File: src/hw/fcbu_pkg.sv
// Package for the FPU conditional branch unit: encodings, field positions and kinds
package fcbu_pkg;
    localparam logic [5:0] FCBU_OP_FPU = 6'h11;
    localparam logic [4:0] FCBU_RS_BIT_CLEAR = 5'h09;
    localparam logic [4:0] FCBU_RS_BIT_SET = 5'h0D;
    localparam logic [4:0] FCBU_RS_FCC = 5'h08;
    localparam int FCBU_OP_HI = 31;
    localparam int FCBU_OP_LO = 26;
    localparam int FCBU_RS_HI = 25;
    localparam int FCBU_RS_LO = 21;
    localparam int FCBU_FT_HI = 20;
    localparam int FCBU_FT_LO = 16;
    localparam int FCBU_CC_HI = 20;
    localparam int FCBU_CC_LO = 18;
    localparam int FCBU_ND_BIT = 17;
    localparam int FCBU_TF_BIT = 16;
    localparam int FCBU_OFS_HI = 15;
    localparam int FCBU_OFS_LO = 0;
    localparam int FCBU_FPR_W = 64;
    localparam int FCBU_NUM_FCC = 8;
    localparam logic [31:0] FCBU_PC_STEP = 32'h00000004;
    localparam logic [31:0] FCBU_RESET_PC = 32'h00000000;
    typedef enum logic [2:0] {
        FCBU_K_NONE,
        FCBU_K_BIT_CLEAR,
        FCBU_K_BIT_SET,
        FCBU_K_FCC_FALSE,
        FCBU_K_FCC_TRUE
    } fcbu_kind_t;
endpackage

File: src/hw/fcbu_unit.sv
// FPU conditional branch unit: decode, evaluation and fetch redirect
// How it works
// - Decode FPU opcode with bit-clear 01001 and bit-set 01101; bits 20:16 select register.
// - Bit-clear branch is true when register bit 0 is zero.
// - Bit-set branch is true when register bit 0 is one.
// - False condition leaves the program counter sequential.
// - Target is sign-extended offset times four plus slot address.
// - Register-bit branches always execute the delay slot first.
// - Coprocessor disabled raises coprocessor-unusable instead of evaluating, unless a current-release reserved-instruction fault applies.
// - With an FPU present register-bit branches raise reserved-instruction only from the current-release delay-slot check.
// - Only bit 0 of the register matters, whatever the data format.
// - Current release: control transfer in a delay slot raises reserved-instruction.
// - Branches, jumps, link-without-branch, returns, wait, pause are control transfers.
// - Legacy false branch is taken after the slot when condition code is 0.
// - Likely forms nullify the slot when not taken.
// - Legacy branches select one of eight condition codes; short form means code 0.
// - Current release rejects legacy condition-code branches.
// - Legacy true forms branch when the selected code is 1.
`timescale 1ns/10ps
module fcbu_unit (
    input wire logic i_sys_clk,                          // 50 MHz core clock
    input wire logic i_rst_b,                            // Async reset, active low
    input wire logic i_valid,                            // Instruction issued this cycle
    input wire logic [31:0] i_instr,                     // Instruction word
    input wire logic [31:0] i_pc,                        // Address of the instruction
    input wire logic i_is_cti,                           // Core decode: control_transfer_instr
    input wire logic i_release6,                         // Current release mode
    input wire logic i_fpu_present,                      // FPU implemented
    input wire logic i_fpu_major_opcode_enable,                      // Coprocessor access enabled
    input wire logic [fcbu_pkg::FCBU_FPR_W-1:0] i_fpr_data, // fpu_register_file read data
    input wire logic [fcbu_pkg::FCBU_NUM_FCC-1:0] i_fcc,   // fpu_condition_signal bits
    output logic [4:0] o_fpr_sel,                        // tested_fpu_reg_field, registered
    output logic o_branch_valid,                         // Decoded branch resolved, pulse
    output logic o_taken,                                // Redirect fetch, pulse
    output logic [31:0] o_target,                        // Redirect address
    output logic o_nullify_slot,                         // Drop delay slot, pulse
    output logic o_cop_unusable,                         // Coprocessor-unusable fault, pulse
    output logic o_reserved_instr                        // Reserved-instruction fault, pulse
);
    import fcbu_pkg::*;

    logic [5:0] op;
    logic [4:0] rs;
    logic is_fpu_op, dec_clear, dec_set, dec_fcc, in_slot;
    logic [2:0] cc_sel;
    logic cc_bit, fcc_cond, bit_cond, cond;
    logic any_branch, cti_here, slot_fault, legacy_fault, cu_fault, ri_fault;
    logic [31:0] slot_pc, target;
    logic in_slot_r, in_slot_nxt;
    logic branch_valid_r, taken_r, nullify_r, cu_r, ri_r;
    logic [31:0] target_r;
    logic [4:0] fpr_sel_r;

    assign op = i_instr[FCBU_OP_HI:FCBU_OP_LO];
    assign rs = i_instr[FCBU_RS_HI:FCBU_RS_LO];
    assign is_fpu_op = i_valid && (op == FCBU_OP_FPU);
    assign dec_clear = is_fpu_op && (rs == FCBU_RS_BIT_CLEAR);
    assign dec_set = is_fpu_op && (rs == FCBU_RS_BIT_SET);
    assign dec_fcc = is_fpu_op && (rs == FCBU_RS_FCC);

    assign cc_sel = i_instr[FCBU_CC_HI:FCBU_CC_LO];
    assign cc_bit = i_fcc[cc_sel];
    // false form wants 0; true form wants 1
    assign fcc_cond = (cc_bit == i_instr[FCBU_TF_BIT]);

    // clear form true on zero; set form true on one
    assign bit_cond = dec_set ? i_fpr_data[0] : ~i_fpr_data[0];
    assign cond = dec_fcc ? fcc_cond : bit_cond;

    // slot tracking ORs the core control-transfer flag with our own branch decode
    assign any_branch = dec_clear || dec_set || dec_fcc;
    assign cti_here = i_valid && (i_is_cti || any_branch);
    // current-release slot check; legacy leaves it unchecked
    assign slot_fault = in_slot_r && cti_here && i_release6;
    // legacy forms rejected under current release
    assign legacy_fault = dec_fcc && i_release6;
    assign cu_fault = (dec_clear || dec_set || (dec_fcc && !i_release6)) && !i_fpu_major_opcode_enable && !slot_fault;
    // with an FPU, register-bit forms take reserved-instruction only from the slot check
    assign ri_fault = slot_fault || legacy_fault ||
                      ((dec_clear || dec_set) && !i_fpu_present);

    assign slot_pc = i_pc + FCBU_PC_STEP;
    assign in_slot_nxt = i_valid ? cti_here : in_slot_r;

    fcbu_target u_target (
        .i_slot_pc(slot_pc),
        .i_offset(i_instr[FCBU_OFS_HI:FCBU_OFS_LO]),
        .o_target(target)
    );

    always_ff @(posedge i_sys_clk or negedge i_rst_b) begin
        if (!i_rst_b) begin
            in_slot_r <= 1'b0;
            branch_valid_r <= 1'b0;
            taken_r <= 1'b0;
            nullify_r <= 1'b0;
            cu_r <= 1'b0;
            ri_r <= 1'b0;
            target_r <= FCBU_RESET_PC;
            fpr_sel_r <= 5'h00;
        end else begin
            in_slot_r <= in_slot_nxt;
            branch_valid_r <= any_branch && !cu_fault && !ri_fault;
            // slot kept; redirect applies after it
            taken_r <= any_branch && !cu_fault && !ri_fault && cond;
            // likely forms drop the slot when not taken
            nullify_r <= dec_fcc && !cu_fault && !ri_fault && i_instr[FCBU_ND_BIT] && !fcc_cond;
            cu_r <= cu_fault;
            ri_r <= ri_fault;
            target_r <= any_branch ? target : target_r;
            fpr_sel_r <= (dec_clear || dec_set) ? i_instr[FCBU_FT_HI:FCBU_FT_LO] : fpr_sel_r;
        end
    end

    assign o_fpr_sel = fpr_sel_r;
    assign o_branch_valid = branch_valid_r;
    assign o_taken = taken_r;
    assign o_target = target_r;
    assign o_nullify_slot = nullify_r;
    assign o_cop_unusable = cu_r;
    assign o_reserved_instr = ri_r;
endmodule // fcbu_unit

File: src/hw/fcbu_target.sv
// Branch target adder: offset shifted, sign-extended, added to the slot address
`timescale 1ns/10ps
module fcbu_target (
    input wire logic [31:0] i_slot_pc, // Address of the instruction after the branch
    input wire logic [15:0] i_offset,  // Raw offset field
    output logic [31:0] o_target       // Branch target
);
    import fcbu_pkg::*;
    logic [17:0] ofs18;
    logic [31:0] ofs32;
    assign ofs18 = {i_offset, 2'b00};
    assign ofs32 = {{14{ofs18[17]}}, ofs18};
    assign o_target = i_slot_pc + ofs32;
endmodule // fcbu_target

File: config.mk
export PLATFORM = sky130hd
export DESIGN_NAME = fcbu_unit
export DESIGN_NICKNAME = d
export VERILOG_FILES = /design/src/hw/fcbu_pkg.sv /design/src/hw/fcbu_unit.sv /design/src/hw/fcbu_target.sv
export SDC_FILE = /design/constraint.sdc
export NUM_CORES = 1
export LEC_CHECK = 0
export BUFFER_PORTS_ARGS = -buffer_cell sky130_fd_sc_hd__buf_2
export CORE_ASPECT_RATIO = 1.75
export CORE_MARGIN = 2
export CORE_UTILIZATION = 51
export CTS_BUF_LIST = sky130_fd_sc_hd__clkbuf_4
export DETAILED_ROUTE_END_ITERATION = 8
export PLACE_DENSITY = 0.89
export SLEW_MARGIN = 20
export SYNTH_ARGS = -nofsm -noshare
export SYNTH_HDL_FRONTEND = slang
export SYNTH_SLANG_ARGS = --single-unit
File: constraint.sdc
create_clock -name i_sys_clk -period 3 [get_ports i_sys_clk]
set_input_delay 0 -clock i_sys_clk [delete_from_list [all_inputs] [get_ports i_sys_clk]]
set_output_delay 0 -clock i_sys_clk [all_outputs]
set_load 0.005 [all_outputs]
=== Yosys cells after proc, flatten, opt, wreduce, memory -nomap -nowiden ===
Cells that the tools add are included.

* Add/subtract/negate cells: 2
* Order comparisons: 1
* Equal/unequal tests: 5
* Multiplexer cells: 4
* Bitwise operators: 1
* Reductions and logical operators: 32

{| class="wikitable"
|+ Operators by type and width
! operator !! number
|-
| $add 32x3->32 const B || 1
|-
| $add 32x32->32 || 1
|-
| $logic_and 1x1->1 || 19
|-
| $eq 5x4->1 const B || 3
|-
| $logic_not 1->1 || 7
|-
| $eq 6x5->1 const B || 1
|-
| $logic_or 1x1->1 || 6
|-
| $lt 3x4->1 const B || 1
|-
| $bmux 1 s3 || 1
|-
| $mux 1 || 3
|-
| $eq 1x1->1 || 1
|-
| $not 1->1 || 1
|}

* Register bits: 43
* Bits of input ports: 143

=== Longest topological paths before layout ===
Gate-level depths: netlist of the first run.

* Depth after elaboration: 16
* Gate-level depth with buffers: 14

=== Cells and area by module ===
A second synthesis of the first run with hierarchy kept.

* Cell total of the unflattened synthesis: 425
* Area total of the unflattened synthesis: 4,005.1 µm²

{| class="wikitable"
|+ Modules (own cells, without submodules)
! module !! times used !! cells each !! area an instance (µm²) !! seq. area each (µm²)
|-
| fcbu_unit || 1 || 199 || 2,344.7 || 1,076.0
|-
| fcbu_target || 1 || 226 || 1,660.3 || 0.0
|}

=== Worst setup path after synthesis of the first run ===
No wires, ideal clock.

* Path kind: input-to-reg
* Start point: input port i_instr[1]
* End point: register target_r[29] (netlist: o_target[29])
* Setup time: 0.083 ns
* Arrival: 2.195 ns
* Required time: 2.917 ns
* Setup slack: 0.722 ns
* Stages: 12
* Path buffers: 0
* Cell sequence: ha_1 ha_1 inv_1 fa_1 and2b_1 o211ai_1 a21oi_2 a211oi_1 o31ai_1 a31oi_1 xor2_1 o21ai_0

* Longest elaborated chain between the ends: 1

{| class="wikitable"
|+ RTL lines
! item !! RTL line !! source
|-
| start: declaration || fcbu_unit.sv:24 || <nowiki>input wire logic [31:0] i_instr,</nowiki>
|-
| $add 32x32->32 || fcbu_target.sv:13 || <nowiki>assign o_target = i_slot_pc + ofs32;</nowiki>
|-
| end signal: assignment || fcbu_unit.sv:110 || <nowiki>target_r <= any_branch ? target : target_r;</nowiki>
|-
| end: declaration || fcbu_unit.sv:51 || <nowiki>logic [31:0] target_r;</nowiki>
|}

Every way passes these cells.
A chain may end at the register's enable or synchronous reset.

=== Worst setup path after layout of the first run ===
* Start point: input port i_pc[2]
* End point: register target_r[31] (netlist: o_target[31])

* Longest elaborated chain between the ends: 2

{| class="wikitable"
|+ RTL lines
! item !! RTL line !! source
|-
| start: declaration || fcbu_unit.sv:25 || <nowiki>input wire logic [31:0] i_pc,</nowiki>
|-
| $add 32x3->32 || fcbu_unit.sv:82 || <nowiki>assign slot_pc = i_pc + FCBU_PC_STEP;</nowiki>
|-
| $add 32x32->32 || fcbu_target.sv:13 ||
|}

Every way passes these cells.

==> summary.txt, run 1 <==
GRT
  – Vias in the first global route: 3586
  – Initial antenna violation count: 0
  – GR Overflow Total: 0
  – Largest net degree at the start of global routing: 51
  – GRT Util Overall: 0.256
  – First-pass GRT wire length: 15300 um

Place
  – Port Buf Inserts: 121
  – Final GP Congestion: 0.927
  – Detailed Place HPWL: 7630 um

Critical path
  – Critical path's top delay family: compound AO/OA/AOI/OAI gates
  – Crit-path slowest cell: dlygate4sd3_1
  – Critical path class: primary input to flop
  – CP max FO: 4
  – Buffers and inverters on the worst path: 5
  – Worst-path cell chain: dlygate4sd3_1 -> buf_2 -> inv_1 -> ha_1 -> inv_1 -> ha_1 -> inv_1 -> fa_1 -> and2b_1 -> o211ai_1 -> a21oi_2 -> a21oi_1 -> o21ai_0 -> a31oi_1 -> xnor2_1 -> o21ai_0
  – CP Capture Type: flop
  – Arrival time of the worst setup path: 2990 ps
  – Worst Setup Start Kind: primary input
  – Crit path required time: 3260 ps
  – Cell mode on critical path: inv_1
  – Worst path max stage delay: 520 ps

Timing
  – Slew HR: 0.392
  – Final min period: 2740 ps
  – Slew Limit Fails: 0
  – Final setup TNS: 0 ps
  – Worst-margin pin slew: 913 ps
  – Final hold vios: 1
  – RSZ-0062 raised after global routing: false
  – Minimum hold slack: -1.69 ps
  – Final setup vio count: 0
  – Clock skew: 5.81 ps
  – Crit share post-route: 0.912
  – Fmax: 0.366 GHz

Outcome
  – Failing checks: negative hold slack
  – Status: finished with violations

Finish
  – Synth-to-Final Area Change: 25.2%
  – Nets@finish: 734
  – Ant diodes: 0
  – Layout cells sized above 1: 0.287

Floorplan
  – I/O pin total: 185
  – Die Height: 115 um
  – Core area: 6860 um^2
  – Number of cell rows: 40
  – Initial Util: 0.524
  – Die footprint: 7750 um^2
  – Die span in x: 67.4 um

Logic synthesis
  – Register area share after synthesis: 0.300
  – Mapped cell area: 3590 um^2
  – Synthesized flop and latch total: 43
  – Synth Warn #: 0
  – Net Count, Synth: 600
  – Xor and xnor area share after synthesis: 0.0659
  – Cell variety after synth: 53
  – Post-synth top flop: dfrtp_1
  – Adder-Cell Fraction of Synth Area: 0.204
  – Main combinational cell family by area after synthesis: compound AO/OA/AOI/OAI gates
  – Ys async rst share: 1.00
  – Syn avg cell area: 9.00 um^2
  – Compound-Gate Fraction of Synth Area: 0.228
  – Mapped Cells: 399
  – Post-synth EDFFs: 0
  – Mux cell area share after synthesis: 0.0436
  – Simple-gate share of the synthesized area: 0.127

Clock tree
  – H-tree depth: 2
  – CTS tree: done
  – Number of setup buffers added after CTS: 0
  – CTS sink count: 43
  – Clk slew on worst S/H paths: 130 ps
  – CTS hold repair buffers: 16
  – Clk_lat worst skew: 380 ps
  – Post_cts resized: 0
  – Clock Path Buffers: 2
  – TritonCTS Buffers: 5
  – Root Driver: clkbuf_4

Pwr
  – Power Density: 341 nW/um^2
  – Static Leakage: 2.37 nW
  – VDD IR max: 0.167 mV

Detailed routing
  – Final ANT Viol Nets: 0
  – Drt wl/cell: 15.9 um
  – First-pass DRT Iterations: 4
  – Via density: 5.77
  – First-iteration detailed-routing DRC count: 252
  – Vias: 3567
  – DRT Wirelength: 9800 um
  – DRC Markers: 0

Hold path
  – Tightest Hold Check Type: primary input to flop

Flow run
  – Number of max-cap violations: 0
==> registers in the layout (all words and copies together) (netlist names) <==
signal / cells
o_target: 32
o_fpr_sel: 5
in_slot_r: 1
o_branch_valid: 1
o_cop_unusable: 1
o_nullify_slot: 1
o_reserved_instr: 1
o_taken: 1
==> routing by layer <==
layer  global-route usage  vias up  routed length, um
met5                    0        -                  0
met4                0.181        0                522
met3               0.0303       47                568
li1                     -     1731                  -
met1                0.268     1621               3660
met2                0.457      168               5040
==> cells in the final DEF, fill, tap and decap left out, types with 6 or more instances in the layout <==
master | netlist | final
a21o_1 | 7 | 7
a31oi_1 | 8 | 8
xnor2_1 | 15 | 15
mux2_2 | 9 | 9
nor2_1 | 16 | 16
dlygate4sd3_1 | 0 | 16
ha_1 | 57 | 57
dfrtp_1 | 43 | 43
inv_1 | 15 | 15
a211oi_1 | 7 | 7
buf_2 | 1 | 121
nand2_1 | 48 | 48
a21oi_1 | 30 | 30
o21ai_0 | 48 | 47
clkbuf_4 | 0 | 6
xor2_1 | 12 | 12
==> final timing paths <==
kind	start	end	slack, ps	cells past startpoint
setup / recovery	i_pc[2]	o_target[31]$_DFFE_PN0P_	260	16
hold / removal	i_instr[24]	o_nullify_slot$_DFF_PN0_	-2	3
setup reg to reg	in_slot_r$_DFFE_PN0P_	o_cop_unusable$_DFF_PN0_	1560	3
hold reg to reg	o_target[9]$_DFFE_PN0P_	o_target[9]$_DFFE_PN0P_	480	2
max in group asynchronous	i_rst_b	o_target[14]$_DFFE_PN0P_	2150	2
min in group asynchronous	i_rst_b	o_fpr_sel[3]$_DFFE_PN0N_	280	2
==> worst reg2reg max path: cells and delay by family (launching register included) <==
kind | cells | cell delay [ps]
AOI/OAI and AO/OA | 2 | 390
buffers and inverters | 1 | 560
DFF | 1 | 440
==> cells by family after synthesis <==
family                   Yosys count
flip-flops                        43
AO/OA/AOI/OAI                    134
XOR/XNOR                          27
AND/OR/NAND/NOR                   97
adder cells (fa/ha/maj)           58
multiplexers                      12
buffers and inverters             28
==> area by class of cell <==
| type | instances | area [um^2] |
|---|---|---|
| Multi-Input combinational cell | 328 | 2410 |
| Fill cell | 545 | 2360 |
| Sequential cell | 43 | 1080 |
| Timing Repair Buffer | 140 | 788 |
| Tap cell | 84 | 105 |
| Inverter | 15 | 56.3 |
| Clock buffer | 6 | 45.0 |
| Clock inverter | 2 | 12.5 |
==> through the flow <==
step	util	area [um^2]	power (mW)	cells	worst slack, ps
finish	0.655	4490	1.53	618	264
global route	0.655	4490	1.63	618	62.7
CTS	0.655	4490	1.53	618	300
detailed placement	0.624	4280	1.22	594	389
global placement	0.624	4280	1.20	594	456
floorplan	-	3590	1.03	399	722
==> cells in the mapped netlist (3+ instances only) <==
library cell	n	area, um^2
dfrtp_1	43	1080
a211oi_1	7	52.6
a21o_1	7	52.6
nor3_1	3	15.0
xnor2_1	15	131
o21ai_0	48	240
mux2_2	9	101
o21a_1	5	37.5
ha_1	57	713
clkbuf_1	10	37.5
o21bai_1	3	22.5
nand2_1	48	180
o21ai_1	3	15.0
nand3_1	5	25.0
xor2_1	12	105
a21oi_1	30	150
nand4_1	5	31.3
nor2_1	16	60.1
inv_1	15	56.3
nand2b_1	3	18.8
and3_1	3	18.8
nor4_1	3	18.8
o31ai_1	3	22.5
a31oi_1	8	50.1
==> report_power, final <==
part	internal, mW	leakage (nW)	switching (mW)
Combinational	0.281	1.74	0.355
Sequential	0.595	0.595	0.00909
Clock	0.0995	0.0317	0.194
Power figures use the tool's default switching activity.
==> run 2: changes to the inputs <==
--- a/config.mk
+++ b/config.mk
@@ -8,11 +8,12 @@
 export BUFFER_PORTS_ARGS = -buffer_cell sky130_fd_sc_hd__buf_2
 export CORE_ASPECT_RATIO = 1.75
 export CORE_MARGIN = 2
-export CORE_UTILIZATION = 51
+export CORE_UTILIZATION = 53
 export CTS_BUF_LIST = sky130_fd_sc_hd__clkbuf_4
 export DETAILED_ROUTE_END_ITERATION = 8
 export PLACE_DENSITY = 0.89
 export SLEW_MARGIN = 20
 export SYNTH_ARGS = -nofsm -noshare
 export SYNTH_HDL_FRONTEND = slang
+export SYNTH_HIERARCHICAL = 1
 export SYNTH_SLANG_ARGS = --single-unit
==> summary.txt, run 2 <==
GRT
  – GRT Util Overall: 0.282
  – Vias in the first global route: 4115
  – Initial antenna violation count: 0
  – Largest net degree at the start of global routing: 44
  – First-pass GRT wire length: 18700 um
  – GR Overflow Total: 0

Timing
  – Worst-margin pin slew: 565 ps
  – Final setup vio count: 0
  – Final hold vios: 0
  – Slew HR: 0.623
  – RSZ-0062 raised after global routing: false
  – Final min period: 2720 ps
  – Final setup TNS: 0 ps
  – Fmax: 0.368 GHz
  – Crit share post-route: 0.905
  – Slew Limit Fails: 0
  – Clock skew: 1.55 ps

Place
  – Port Buf Inserts: 121
  – Final GP Congestion: 0.952
  – DP Area: 4930 um^2
  – Detailed Place HPWL: 9440 um

Floorplan
  – Core area: 7460 um^2
  – Number of cell rows: 42
  – Die span in x: 69.7 um
  – I/O pin total: 185
  – Die footprint: 8300 um^2
  – Die Height: 119 um
  – Initial Util: 0.537

Detailed routing
  – Final ANT Viol Nets: 0
  – DRT Wirelength: 11600 um
  – Via density: 5.86
  – First-iteration detailed-routing DRC count: 140
  – DRC Markers: 0
  – First-pass DRT Iterations: 4
  – Drt wl/cell: 17.0 um
  – Vias: 4008

Clock tree
  – TritonCTS Buffers: 5
  – Clock Path Buffers: 2
  – CTS sink count: 43
  – CTS tree: done
  – H-tree depth: 2
  – Clk slew on worst S/H paths: 130 ps
  – Number of setup buffers added after CTS: 0
  – Clk_lat worst skew: 370 ps
  – Root Driver: clkbuf_4

Logic synthesis
  – Net Count, Synth: 599
  – Top-count cell post-synth: dfrtp_1
  – Simple-gate share of the synthesized area: 0.167
  – Xor and xnor area share after synthesis: 0.120
  – Compound-Gate Fraction of Synth Area: 0.194
  – Mux cell area share after synthesis: 0.120
  – Synth area leaders: dfrtp_1, mux2_2, ha_1
  – Synthesized flop and latch total: 43
  – Main combinational cell family by area after synthesis: compound AO/OA/AOI/OAI gates
  – Syn avg cell area: 9.42 um^2
  – Cell variety after synth: 64
  – Area leader, netlist: dfrtp_1
  – Mapped cell area: 4010 um^2
  – Mapped Cells: 425
  – Register area share after synthesis: 0.269
  – Post-synth top flop: dfrtp_1
  – Yosys top cell area share: 0.269
  – Most instantiated cells after synthesis: dfrtp_1, xnor2_1, nand2_1
  – Ys async rst share: 1.00
  – Synth Warn #: 6
  – Post-synth EDFFs: 0
  – Adder-Cell Fraction of Synth Area: 0.0987

Hold path
  – Tightest Hold Check Type: primary input to flop

Critical path
  – Worst Setup Start Kind: primary input
  – Arrival time of the worst setup path: 3000 ps
  – Crit path required time: 3280 ps
  – CP Capture Type: flop
  – Critical path class: primary input to flop
  – CP max FO: 6

Finish
  – Ant diodes: 0
  – Max FFs per register: 32
  – Multi-input logic area: 2820 um^2
  – Synth-to-Final Area Change: 29.8%
  – Area occupied by registers: 1080 um^2
  – Layout cells sized above 1: 0.384
  – Nets@finish: 769
  – Commonest non-fill, non-tap cells in the layout: buf_2, dfrtp_1, xnor2_1
  – Fillers: 591
  – Commonest non-fill, non-tap cell in the layout: buf_2
  – Layout Cell Area excl Fill: 5200 um^2

Pwr
  – VDD IR max: 0.188 mV
  – Power Density: 302 nW/um^2
  – Power Total: 1.57 mW
  – Static Leakage: 2.61 nW

Outcome
  – Status: completed

Flow run
  – Number of max-cap violations: 0
## run 2: area by class of cell
class	instances	area share
multi-input combinational	354	0.543
tap	88	0.0212
sequential	43	0.207
clock buffer	6	0.00867
timing repair buffer	174	0.206
inverter	17	0.0123
clock inverter	2	0.00241
## run 2: path summary, 6_finish.rpt
path                            slack, ps                  endpoint  depth (start not counted)                     from
max in group asynchronous            2490   o_target[1]$_DFFE_PN0P_                          2                  i_rst_b
worst max-delay path                  280  o_target[27]$_DFFE_PN0P_                         14                  i_pc[4]
worst max register to register       1340  o_cop_unusable$_DFF_PN0_                          3    in_slot_r$_DFFE_PN0P_
worst min register to register        510   o_target[7]$_DFFE_PN0P_                          1  o_target[7]$_DFFE_PN0P_
worst min-delay path                   40         o_taken$_DFF_PN0_                          4              i_instr[23]
min in group asynchronous             130  o_target[29]$_DFFE_PN0P_                          2                  i_rst_b
## run 2: timing repair
action / 4_1_cts / 5_1_grt
gates resized for setup: 0 / 1
setup endpoints to repair: 0 / 1
hold endpoints to repair: 56 / 0
hold buffers: 17 / 0
## run 2: metal layers
metal | track usage | vias up | share of wire | routed length [um]
met1 | 0.264 | 1895 | 0.34 | 3990
li1 | - | 1908 | - | -
met4 | 0.173 | 0 | 0.060 | 702
met5 | 0 | - | 0 | 0
met3 | 0.0499 | 48 | 0.043 | 503
met2 | 0.547 | 157 | 0.55 | 6430
## run 2: where the power goes
group | switching (mW) | internal [mW]
Clock | 0.196 | 0.0995
Combinational | 0.367 | 0.308
Sequential | 0.00683 | 0.594
## run 2: per-stage QoR
| stage | hold WS [ps] | utilization | setup slack (ps) | cells |
|---|---|---|---|---|
| 4_1_cts | 13.4 | 0.692 | 223 | 683 |
| 6_report | 40.2 | 0.697 | 284 | 684 |
| 3_3_place_gp | 181 | 0.661 | -12.5 | 658 |
| 3_5_place_dp | 203 | 0.661 | -186 | 658 |
| 5_1_grt | 41.0 | 0.697 | 100 | 684 |
| 2_1_floorplan | -296 | - | 214 | 425 |
## run 2: cell families (layout without fill, tap and decap cells)
kind of cell,count (synthesis),count (layout)
multiplexers,42,42
AND/OR/NAND/NOR,124,124
XOR/XNOR,55,55
flip-flops,43,43
buffers and inverters,28,199
AO/OA/AOI/OAI,102,102
adder cells (fa/ha/maj),31,31
## run 2: worst max-delay path, cell delays in order
cell,delay [ps]
buf_2,120
nand3_1,120
nor2_1,190
nand4_1,150
or2_2,310
xnor2_1,170
ha_1,420
nand4_1,190
a2111oi_2,400
o2111ai_2,170
a21oi_2,200
a311oi_1,140
xnor2_1,150
mux2_2,270
